[config.mk]
export PLATFORM = sky130hd
export DESIGN_NAME = dac_alarm_status_control
export DESIGN_NICKNAME = d
export VERILOG_FILES = /design/src/pkg/alarm_regs_pkg.sv /design/src/dac_alarm_status_control.sv /design/src/clock_loss_watch.sv /design/src/pattern_compare.sv
export VERILOG_INCLUDE_DIRS = /design/src /design/src/pkg
export SDC_FILE = /design/constraint.sdc
export NUM_CORES = 1
export LEC_CHECK = 0
export BUFFER_PORTS_ARGS = -buffer_cell sky130_fd_sc_hd__buf_2
export CORE_MARGIN = 10
export CORE_UTILIZATION = 59
export DETAILED_ROUTE_END_ITERATION = 10
export GPL_TIMING_DRIVEN = 0
export PLACE_DENSITY = 0.95
export SYNTH_ARGS = -nofsm -noshare
export SYNTH_HDL_FRONTEND = slang
export SYNTH_SLANG_ARGS = --single-unit
export TNS_END_PERCENT = 5
[constraint.sdc]
create_clock -name mclk_i -period 6 [get_ports mclk_i]
set_input_delay 0.9 -clock mclk_i [delete_from_list [all_inputs] [get_ports mclk_i]]
set_output_delay 0.9 -clock mclk_i [all_outputs]
set_load 0.05 [all_outputs]
[src/pkg/alarm_regs_consts.svh]
// Purpose: offsets, field positions, reset values for the alarm register bank
// Assumes: 8-bit register index, 16-bit data
// Notes: offsets are register indices on the plain register port
`ifndef ALARM_REGS_CONSTS_SVH
`define ALARM_REGS_CONSTS_SVH
`define OFS_SCALE_TX 8'h03
`define OFS_FAIL_MAP 8'h04
`define OFS_ALARM 8'h05
`define OFS_SHUT_ENA 8'h02
`define OFS_ALARM_MASK 8'h07
`define OFS_IRQ_STAT 8'h08
`define OFS_IRQ_MASK 8'h09
`define OFS_PAT_CTRL 8'h0A
`define OFS_PAT_EXP 8'h0B
`define RST_SCALE_TX 16'hF000
`define RST_SHUT_ENA 16'h7000
`define RST_ALARM_MASK 16'hFFFF
`define RST_IRQ_MASK 16'hFFFF
`define BIT_ZEROCHK 15
`define BIT_FIFO_HI 13
`define BIT_FIFO_LO 11
`define BIT_CONVCLK 10
`define BIT_DATACLK 9
`define BIT_MUTED 8
`define BIT_PATTERN 7
`define BIT_CONV_ENA 14
`define BIT_DATA_ENA 13
`define BIT_COLL_ENA 12
`define MUTE_VALUE 16'h8000
`define CLK_LOSS_CYCLES 16
`endif

[src/pkg/alarm_regs_pkg.sv]
// Purpose: types shared by the alarm register bank
// Assumes: nothing beyond the consts header
// Notes: states of the clock-loss watcher
package alarm_regs_pkg;
    typedef enum logic [1:0] {
        WATCH_IDLE = 2'b01,
        WATCH_LOST = 2'b10
    } watch_state_t;
endpackage

[src/dac_alarm_status_control.sv]
// Purpose: control and write-to-clear alarm registers of the output block
// Assumes: plain register port, read data one cycle after read strobe
// Notes: alarms are sticky; writing a one clears a bit
//
// Design decision made here: strobed register access.
`timescale 1ns/100ps
`include "alarm_regs_consts.svh"
// Operation
// - 4-bit full-scale step in control bits 15:12, reset 1111.
// - writing control bit 0 high forces internal transmit enable.
// - transmit enabled if register bit or pin high.
// - fail map bit set for each failing data bit position.
// - each fail bit covers same position on both input buses.
// - fail map not reset; host write of ones clears it.
// - zero-check alarm bit 15 when write pointer is all zeros.
// - pointer proximity field 13:11: normal, two, one apart, collision.
// - alarm bit 10 on conversion clock loss; host clears it.
// - alarm bit 9 on data clock loss; host clears it.
// - muted bit 8 on clock loss or collision; outputs become 0x8000.
// - mismatch alarm bit 7 when input differs from expected pattern.
// - in checker mode only the mismatch alarm is meaningful.
// - per-fault enables shut outputs off when alarms are unmasked.
// - 16-bit alarm mask, one masks, resets to all ones.
module dac_alarm_status_control #(
    parameter int DW = 16,
    parameter int NCH = 4
) (
    input wire logic mclk_i,                  // system clock 25 MHz
    input wire logic rstn_i,                  // sync reset, active low
    input wire logic ce_i,                    // clock enable
    input wire logic [7:0] addr_i,            // register index
    input wire logic [DW-1:0] wdata_i,        // write data
    input wire logic wr_i,                    // write strobe
    input wire logic rd_i,                    // read strobe
    output logic [DW-1:0] rdata_o,            // read data, cycle after rd
    input wire logic transmit_enable_pin_i,   // async pin
    input wire logic conv_clk_i,              // conversion clock, watched
    input wire logic data_clk_i,              // data clock, watched
    input wire logic [7:0] wr_ptr_i,          // fifo write pointer
    input wire logic [2:0] fifo_near_i,       // 001 two, 01x one, 1xx hit
    input wire logic [DW-1:0] first_input_bus_i,  // input data bus A
    input wire logic [DW-1:0] second_input_bus_i, // input data bus B
    input wire logic [NCH*DW-1:0] samples_i,  // samples toward converters
    output logic [NCH*DW-1:0] samples_o,      // samples, muted if needed
    output logic [3:0] full_scale_o,          // output current step
    output logic tx_enable_o,                 // internal transmit enable
    output logic shutdown_o,                  // outputs shut off
    output logic irq_o                        // level interrupt
);
    typedef struct packed {
        logic [DW-1:0] scale_tx;
        logic [DW-1:0] fail_map;
        logic [DW-1:0] alarm;
        logic [DW-1:0] shut_ena;
        logic [DW-1:0] alarm_mask;
        logic [2:0] irq_stat;
        logic [2:0] irq_mask;
        logic pat_en;
        logic [DW-1:0] pat_exp;
        logic [DW-1:0] rdata;
        logic pin_s1;
        logic pin_s2;
        logic [NCH*DW-1:0] samples;
    } bank_t;
    bank_t q, d;

    logic conv_lost, data_lost;
    logic [DW-1:0] fail_now;
    logic [DW-1:0] alarm_set;
    logic muted, shut;

    clock_loss_watch u_conv (
        .mclk_i(mclk_i),
        .rstn_i(rstn_i),
        .ce_i(ce_i),
        .wclk_i(conv_clk_i),
        .lost_o(conv_lost)
    );
    clock_loss_watch u_data (
        .mclk_i(mclk_i),
        .rstn_i(rstn_i),
        .ce_i(ce_i),
        .wclk_i(data_clk_i),
        .lost_o(data_lost)
    );
    pattern_compare #(.W(DW)) u_pat (
        .mclk_i(mclk_i),
        .rstn_i(rstn_i),
        .ce_i(ce_i),
        .en_i(q.pat_en),
        .bus_a_i(first_input_bus_i),
        .bus_b_i(second_input_bus_i),
        .expect_i(q.pat_exp),
        .fail_o(fail_now)
    );

    // events that raise alarm bits this cycle
    always_comb begin
        alarm_set = '0;
        alarm_set[`BIT_ZEROCHK] = (wr_ptr_i == 8'h00);
        if (fifo_near_i[2]) begin
            alarm_set[`BIT_FIFO_HI] = 1'b1;
        end else if (fifo_near_i[1]) begin
            alarm_set[`BIT_FIFO_HI-1] = 1'b1;
        end else if (fifo_near_i[0]) begin
            alarm_set[`BIT_FIFO_LO] = 1'b1;
        end
        alarm_set[`BIT_CONVCLK] = conv_lost;
        alarm_set[`BIT_DATACLK] = data_lost;
        alarm_set[`BIT_PATTERN] = |fail_now;
    end

    // mute follows the sticky alarm bits themselves
    assign muted = q.alarm[`BIT_CONVCLK] | q.alarm[`BIT_DATACLK] |
        q.alarm[`BIT_FIFO_HI];
    // a masked alarm, or a masked mute bit, cannot shut the outputs off
    assign shut = ~q.alarm_mask[`BIT_MUTED] & (
        (q.shut_ena[`BIT_CONV_ENA] & q.alarm[`BIT_CONVCLK] &
         ~q.alarm_mask[`BIT_CONVCLK]) |
        (q.shut_ena[`BIT_DATA_ENA] & q.alarm[`BIT_DATACLK] &
         ~q.alarm_mask[`BIT_DATACLK]) |
        (q.shut_ena[`BIT_COLL_ENA] & q.alarm[`BIT_FIFO_HI] &
         ~q.alarm_mask[`BIT_FIFO_HI]));

    always_comb begin
        d = q;
        d.pin_s1 = transmit_enable_pin_i;
        d.pin_s2 = q.pin_s1;
        d.rdata = '0;
        // set wins over a clear arriving in the same cycle
        d.fail_map = (q.fail_map & ~((wr_i && addr_i == `OFS_FAIL_MAP) ?
            wdata_i : '0)) | fail_now;
        d.alarm = (q.alarm & ~((wr_i && addr_i == `OFS_ALARM) ?
            wdata_i : '0)) | alarm_set;
        if (muted || alarm_set[`BIT_CONVCLK] || alarm_set[`BIT_DATACLK] ||
            alarm_set[`BIT_FIFO_HI]) begin
            d.alarm[`BIT_MUTED] = 1'b1;
        end
        d.irq_stat = q.irq_stat;
        if (wr_i && addr_i == `OFS_IRQ_STAT) begin
            d.irq_stat = q.irq_stat & ~wdata_i[2:0];
        end
        d.irq_stat = d.irq_stat | {|fail_now,
            conv_lost | data_lost, alarm_set[`BIT_FIFO_HI]};
        if (wr_i) begin
            case (addr_i)
                `OFS_SCALE_TX: d.scale_tx = wdata_i;
                `OFS_SHUT_ENA: d.shut_ena = wdata_i;
                `OFS_ALARM_MASK: d.alarm_mask = wdata_i;
                `OFS_IRQ_MASK: d.irq_mask = wdata_i[2:0];
                `OFS_PAT_CTRL: d.pat_en = wdata_i[0];
                `OFS_PAT_EXP: d.pat_exp = wdata_i;
                default: begin
                end
            endcase
        end
        if (rd_i) begin
            case (addr_i)
                `OFS_SCALE_TX: d.rdata = q.scale_tx;
                `OFS_FAIL_MAP: d.rdata = q.fail_map;
                `OFS_ALARM: d.rdata = q.alarm;
                `OFS_SHUT_ENA: d.rdata = q.shut_ena;
                `OFS_ALARM_MASK: d.rdata = q.alarm_mask;
                `OFS_IRQ_STAT: d.rdata = {13'h0000, q.irq_stat};
                `OFS_IRQ_MASK: d.rdata = {13'h0000, q.irq_mask};
                `OFS_PAT_CTRL: d.rdata = {15'h0000, q.pat_en};
                `OFS_PAT_EXP: d.rdata = q.pat_exp;
                default: d.rdata = '0;
            endcase
        end
        for (int c = 0; c < NCH; c++) begin
            d.samples[c*DW +: DW] = (muted || shut) ? `MUTE_VALUE :
                samples_i[c*DW +: DW];
        end
    end

    always_ff @(posedge mclk_i) begin
        if (!rstn_i) begin
            q.scale_tx <= `RST_SCALE_TX;
            q.alarm <= '0;
            q.shut_ena <= `RST_SHUT_ENA;
            q.alarm_mask <= `RST_ALARM_MASK;
            q.irq_stat <= 3'h0;
            q.irq_mask <= 3'h7;
            q.pat_en <= 1'b0;
            q.pat_exp <= '0;
            q.rdata <= '0;
            q.pin_s1 <= 1'b0;
            q.pin_s2 <= 1'b0;
            q.samples <= '0;
            q.fail_map <= d.fail_map;
        end else if (ce_i) begin
            q <= d;
        end
    end

    assign rdata_o = q.rdata;
    assign full_scale_o = q.scale_tx[15:12];
    assign tx_enable_o = q.scale_tx[0] | q.pin_s2;
    assign shutdown_o = shut;
    assign samples_o = q.samples;
    assign irq_o = |(q.irq_stat & ~q.irq_mask);

    // in checker mode software reads only the mismatch bit

    // pin path is checked two edges back, so only runs of ce and reset count
    AST_TX_OR: assert property (@(posedge mclk_i)
        disable iff (!rstn_i)
        ($past(rstn_i) && $past(rstn_i, 2) && $past(ce_i) && $past(ce_i, 2))
        |-> tx_enable_o ==
        (q.scale_tx[0] | $past(transmit_enable_pin_i, 2)))
        else $error("tx enable not the or of bit and pin");
    AST_SCALE_RST: assert property (@(posedge mclk_i)
        $rose(rstn_i) |-> full_scale_o == 4'hF)
        else $error("full scale step not all ones after reset");
    AST_TX_WRITE: assert property (@(posedge mclk_i)
        disable iff (!rstn_i)
        (ce_i && wr_i && addr_i == `OFS_SCALE_TX && wdata_i[0])
        |=> tx_enable_o)
        else $error("write of tx bit did not enable");
    AST_ZERO_PTR: assert property (@(posedge mclk_i)
        disable iff (!rstn_i)
        (ce_i && wr_ptr_i == 8'h00) |=> q.alarm[`BIT_ZEROCHK])
        else $error("zero pointer alarm missing");
    AST_STICKY: assert property (@(posedge mclk_i)
        disable iff (!rstn_i)
        (q.alarm[`BIT_DATACLK] && !(wr_i && addr_i == `OFS_ALARM))
        |=> q.alarm[`BIT_DATACLK])
        else $error("alarm bit dropped without a clear");
    AST_CLEAR: assert property (@(posedge mclk_i)
        disable iff (!rstn_i)
        (ce_i && wr_i && addr_i == `OFS_ALARM && wdata_i[`BIT_ZEROCHK] &&
        wr_ptr_i != 8'h00) |=> !q.alarm[`BIT_ZEROCHK])
        else $error("alarm bit not cleared by a one");
    AST_MUTE_DATA: assert property (@(posedge mclk_i)
        disable iff (!rstn_i)
        (ce_i && muted) |=> samples_o[DW-1:0] == `MUTE_VALUE)
        else $error("muted output not mid scale");
    // every lane is checked, not only the first
    for (genvar c = 0; c < NCH; c++) begin : g_mute_lane
        AST_MUTE_LANE: assert property (@(posedge mclk_i)
            disable iff (!rstn_i)
            (ce_i && muted) |=> samples_o[c*DW +: DW] == `MUTE_VALUE)
            else $error("muted lane not mid scale");
    end
    AST_MUTE_BIT: assert property (@(posedge mclk_i)
        disable iff (!rstn_i)
        (ce_i && q.alarm[`BIT_CONVCLK]) |=> q.alarm[`BIT_MUTED])
        else $error("muted alarm not raised");
    AST_COLLIDE: assert property (@(posedge mclk_i)
        disable iff (!rstn_i)
        (ce_i && fifo_near_i[2]) |=> q.alarm[`BIT_FIFO_HI])
        else $error("collision alarm missing");
    AST_ONE_AWAY: assert property (@(posedge mclk_i)
        disable iff (!rstn_i)
        (ce_i && fifo_near_i[2:1] == 2'h1) |=> q.alarm[`BIT_FIFO_HI-1])
        else $error("one apart alarm missing");
    AST_TWO_AWAY: assert property (@(posedge mclk_i)
        disable iff (!rstn_i)
        (ce_i && fifo_near_i == 3'h1) |=> q.alarm[`BIT_FIFO_LO])
        else $error("two apart alarm missing");
    AST_CONV_LOST: assert property (@(posedge mclk_i)
        disable iff (!rstn_i)
        (ce_i && conv_lost) |=> q.alarm[`BIT_CONVCLK])
        else $error("conversion clock alarm missing");
    AST_DATA_LOST: assert property (@(posedge mclk_i)
        disable iff (!rstn_i)
        (ce_i && data_lost) |=> q.alarm[`BIT_DATACLK])
        else $error("data clock alarm missing");
    AST_PAT_ALARM: assert property (@(posedge mclk_i)
        disable iff (!rstn_i)
        (ce_i && |fail_now) |=> q.alarm[`BIT_PATTERN])
        else $error("mismatch alarm missing");
    AST_PAT_GATED: assert property (@(posedge mclk_i)
        disable iff (!rstn_i)
        (ce_i && $past(ce_i) && !q.pat_en && !$past(q.pat_en) &&
        !q.alarm[`BIT_PATTERN]) |=> !q.alarm[`BIT_PATTERN])
        else $error("mismatch alarm raised outside checker mode");
    AST_FAILMAP: assert property (@(posedge mclk_i)
        disable iff (!rstn_i)
        (ce_i && fail_now[0]) |=> q.fail_map[0])
        else $error("fail map bit not set");
    AST_FAIL_CLR: assert property (@(posedge mclk_i)
        disable iff (!rstn_i)
        (ce_i && wr_i && addr_i == `OFS_FAIL_MAP && wdata_i[0] &&
        !fail_now[0]) |=> !q.fail_map[0])
        else $error("fail map bit not cleared by a one");
    AST_MASK_RST: assert property (@(posedge mclk_i)
        $rose(rstn_i) |-> q.alarm_mask == `RST_ALARM_MASK)
        else $error("mask not all ones after reset");
    AST_SHUT: assert property (@(posedge mclk_i)
        disable iff (!rstn_i)
        (q.alarm_mask[`BIT_CONVCLK]) |-> !(shut && !q.alarm[`BIT_DATACLK]
        && !q.alarm[`BIT_FIFO_HI]))
        else $error("masked alarm shut the outputs");
    AST_SHUT_MUTE: assert property (@(posedge mclk_i)
        disable iff (!rstn_i)
        (ce_i && shutdown_o) |=> samples_o == {NCH{`MUTE_VALUE}})
        else $error("shut outputs not mid scale");
    COV_MUTE: cover property (@(posedge mclk_i) $rose(muted));
    COV_IRQ: cover property (@(posedge mclk_i) $rose(irq_o));
    COV_PAT: cover property (@(posedge mclk_i) q.alarm[`BIT_PATTERN]);
    COV_SHUT: cover property (@(posedge mclk_i) $rose(shutdown_o));
    COV_LOST: cover property (@(posedge mclk_i) conv_lost || data_lost);
endmodule

[src/clock_loss_watch.sv]
// Purpose: flags a foreign clock that has stopped toggling
// Assumes: watched clock slower than half of mclk_i
// Notes: input passes two flip-flops before any logic reads it
`timescale 1ns/100ps
`include "alarm_regs_consts.svh"
module clock_loss_watch #(
    parameter int LIMIT = `CLK_LOSS_CYCLES
) (
    input wire logic mclk_i,   // system clock
    input wire logic rstn_i,   // sync reset, active low
    input wire logic ce_i,     // clock enable
    input wire logic wclk_i,   // watched clock, asynchronous
    output logic lost_o        // one-cycle pulse when clock stops
);
    typedef struct packed {
        logic s1;
        logic s2;
        logic s3;
        logic [7:0] cnt;
        alarm_regs_pkg::watch_state_t st;
        logic lost;
    } wstate_t;
    wstate_t q, d;

    always_comb begin
        d = q;
        d.lost = 1'b0;
        d.s1 = wclk_i;
        d.s2 = q.s1;
        d.s3 = q.s2;
        if (q.s2 != q.s3) begin
            d.cnt = 8'h00;
            d.st = alarm_regs_pkg::WATCH_IDLE;
        end else if (q.cnt < 8'(LIMIT)) begin
            d.cnt = q.cnt + 8'h01;
        end
        case (q.st)
            alarm_regs_pkg::WATCH_IDLE: begin
                if (q.cnt == 8'(LIMIT) && q.s2 == q.s3) begin
                    d.st = alarm_regs_pkg::WATCH_LOST;
                    d.lost = 1'b1;
                end
            end
            alarm_regs_pkg::WATCH_LOST: begin
            end
            default: d.st = alarm_regs_pkg::WATCH_IDLE;
        endcase
    end

    always_ff @(posedge mclk_i) begin
        if (!rstn_i) begin
            q <= '{1'b0, 1'b0, 1'b0, 8'h00, alarm_regs_pkg::WATCH_IDLE, 1'b0};
        end else if (ce_i) begin
            q <= d;
        end
    end
    assign lost_o = q.lost;
endmodule

[src/pattern_compare.sv]
// Purpose: compares both input buses to the expected pattern per bit
// Assumes: buses sampled on mclk_i, same domain
// Notes: fail bits are per position, ORed across both buses
`timescale 1ns/100ps
module pattern_compare #(
    parameter int W = 16
) (
    input wire logic mclk_i,             // system clock
    input wire logic rstn_i,             // sync reset, active low
    input wire logic ce_i,               // clock enable
    input wire logic en_i,               // checker running
    input wire logic [W-1:0] bus_a_i,    // first input bus
    input wire logic [W-1:0] bus_b_i,    // second input bus
    input wire logic [W-1:0] expect_i,   // expected pattern
    output logic [W-1:0] fail_o          // per-bit mismatch, registered
);
    typedef struct packed {
        logic [W-1:0] fail;
    } pstate_t;
    pstate_t q, d;

    always_comb begin
        d = q;
        d.fail = '0;
        for (int i = 0; i < W; i++) begin
            d.fail[i] = en_i &
                ((bus_a_i[i] ^ expect_i[i]) | (bus_b_i[i] ^ expect_i[i]));
        end
    end

    always_ff @(posedge mclk_i) begin
        if (!rstn_i) begin
            q <= '0;
        end else if (ce_i) begin
            q <= d;
        end
    end
    assign fail_o = q.fail;
endmodule

==> summary.txt <==
Route
  • Drt pass-1 iters: 6
  • Final ANT Viol Nets: 0
  • Routed vias: 9,458
  • Top sig layer: met4
  • Final wirelength: 32,200 um
  • DRC: 0
  • Routed len/inst: 20.5 um
  • Met1 Routed Length: 11,900 um
  • Vias per cell: 6.04
  • Met3 WL: 3940 um
  • DR iter-0 viols: 1,102
  • Met2 wire len: 14,900 um

Placement
  • Port bufs: 221
  • Pre-CTS WS: 2.63 ns
  • Placed insts: 1,520
  • Routability cong.: 0.951
  • Hpwl dp: 23,300 um

Clock tree
  • CTS tree: built
  • Post-CTS Setup Inserts: 0
  • CTS Sinks: 229
  • Cts-stage hold buffer count: 0
  • CTS root buffer: clkbuf_16
  • Bufs on Longest Clock Path: 3
  • Clock Pin Slew Worst Setup and Hold Paths: 0.07 ns
  • H-tree depth: 1
  • Total CTS buffers: 24
  • CTS resizes: 0
  • Worst skew pair latency: 0.52 ns

Timing
  • Setup slack after layout: 2.99 ns
  • Final hold slack: 0.440 ns
  • Post-layout min period: 3.01 ns
  • Max Fclk: 332 MHz
  • Clock Skew: 0.0216 ns
  • Final Slew Violations: 0
  • Final Setup Violations: 0
  • Final Hold Viols: 0
  • Setup TNS: 0 ns
  • Crit share post-route: 50.2%
  • Max-slew headroom: 11.0%
  • RSZ-0062 raised after global routing: no
  • Tightest Pin Transition: 1.32 ns

Synth
  • Yosys warnings: 0
  • Synth area leaders: dfxtp_1 42%, nand2_1 6.9%, a22o_1 6.3%
  • Syn Area/Cell: 9.38 um2
  • Ys flop type: dfxtp_1
  • Commonest cells in the synthesized netlist: 213 x dfxtp_1, 186 x nand2_1, 85 x buf_4
  • Net Count, Synth: 1,226
  • Seq cells post-synth: 229
  • Sequential fraction of the synthesis area: 46.9%
  • Synth top area share: 42.1%
  • Asr flop ratio synth: 0%
  • Most common cell in the netlist: dfxtp_1
  • Cell area after synthesis: 10,100 um2
  • Number of enable flip-flop cells after synthesis: 16
  • Post-synth top area cell: dfxtp_1
  • Synth cell types: 51
  • Syn Inst Count: 1,079

Floorplanning
  • Die area: 22,800 um2
  • Die width: 151 um
  • Die H: 151 um
  • IO Pins: 226
  • Starting density of the core: 60.6%
  • Num rows: 47
  • Core Footprint: 16,700 um2

Flow run
  • Max cap viols: 0

GRT
  • Congestion Overflow GR: 0
  • Pin count of the biggest net entering global routing: 17
  • Antenna violations before repair: 2
  • GRT Resource Usage Total: 26.5%
  • First-pass GRT wire length: 48,600 um
  • Vias in the first global route: 9,045

Setup path
  • WP data arrival: 3.47 ns
  • Worst Setup Path Type: input pin to register
  • Crit start category: input pin
  • Required @ worst endpoint: 6.46 ns
  • Critical Path End Type: register
  • Crit-path max FO: 10

Power and ir drop
  • Static Leak: 5.46 nW
  • VDD IR max: 228 uV
  • Power Total: 3.56 mW
  • Pwr Density: 288 nW/um2

Min path
  • Min-delay worst type: register to register

Cells and area
  • Layout cells sized above 1: 28.6%
  • Area growth, synth to finish: 21.9%
  • Post-layout net count: 1,473
  • Final cell count without fillers: 1,566

Outcome
  • Status: finished, final reports clean
==> routing by layer <==
| layer | GRT usage [%] | vias up |
|---|---|---|
| li1 | - | 4268 |
| met1 | 31.3 | 4412 |
| met2 | 45.1 | 653 |
| met3 | 6.29 | 125 |
| met4 | 11.2 | 0 |
| met5 | 0 | - |
==> logic make-up after synthesis <==
group / count (synthesis) / synth area share, %
compound gates: 224 / 17.5
xor+xnor: 8 / 0.692
fa+ha+maj: 8 / 0.989
buf+inv: 171 / 9.82
flops: 229 / 46.9
mux: 49 / 5.03
simple gates: 390 / 19.1
==> cell usage in the layout (no fill, tap or decap), drive strengths merged, types with 6 or more instances in the layout <==
master  synthesis  layout
a21boi         36      36
nand3          46      46
ha              8       8
or3            17      17
a32o           16      16
a22o           73      73
a21oi          32      32
clkbuf         52      91
nor3            8       8
edfxtp         16      16
mux2           15      15
a22oi          19      19
o21ai          11      11
nand2         186     186
nor2           35      35
nor4           19      19
inv            17      17
a221o          14      14
mux2i          34      34
nor2b          33      33
o221a           6       6
dfxtp         213     213
xor2            6       6
and3           24      24
buf           102     323
==> final timing paths <==
kind | to | start | slack, ns | cells after the start
worst max-delay path | rdata_o[13] | addr_i[5] | 2.99 | 8
worst min-delay path | q[142] | q[142] | 0.44 | 2
worst max register to register | samples_o[33] | q[146] | 3.78 | 5
worst min register to register | q[142] | q[142] | 0.44 | 2
==> sequential cells by signal, indices dropped and copies added, names as in the netlist <==
name	flops
q	100
samples_o	64
rdata_o	16
u_pat.fail_o	16
u_conv.q	11
u_data.q	11
full_scale_o	4
u_conv.d	2
u_data.d	2
d	1
u_conv.lost_o	1
u_data.lost_o	1
==> report_power, final <==
group / leakage, nW / internal (mW) / switching (mW)
registers: 1.90 / 1.59 / 0.0282
clock network: 0.397 / 0.955 / 0.599
logic: 3.16 / 0.144 / 0.248
==> stage by stage <==
stage	util [%]	cell area, um2
2_1_floorplan	-	10100
3_3_place_gp	68.9	11500
3_5_place_dp	68.9	11500
4_1_cts	73.8	12300
5_1_grt	73.9	12300
6_report	73.9	12300
==> final cells by class <==
cell class | count | area (um2)
Antenna cell | 3 | 7.51
Buffer | 154 | 931
Clock buffer | 39 | 728
Clock inverter | 4 | 97.6
Fill cell | 1135 | 4360
Inverter | 17 | 63.8
Multi-Input combinational cell | 679 | 4390
Sequential cell | 229 | 4740
Tap cell | 220 | 275
Timing Repair Buffer | 221 | 1110
==> critical path, cell delays in order <==
cell     delay (ns)
buf_2          0.10
or4_4          0.52
buf_6          0.17
nor4_1         1.06
buf_2          0.41
nand2_1        0.08
nand2_1        0.09
a22o_1         0.14
Note: power is estimated with default switching activity, not from simulation.
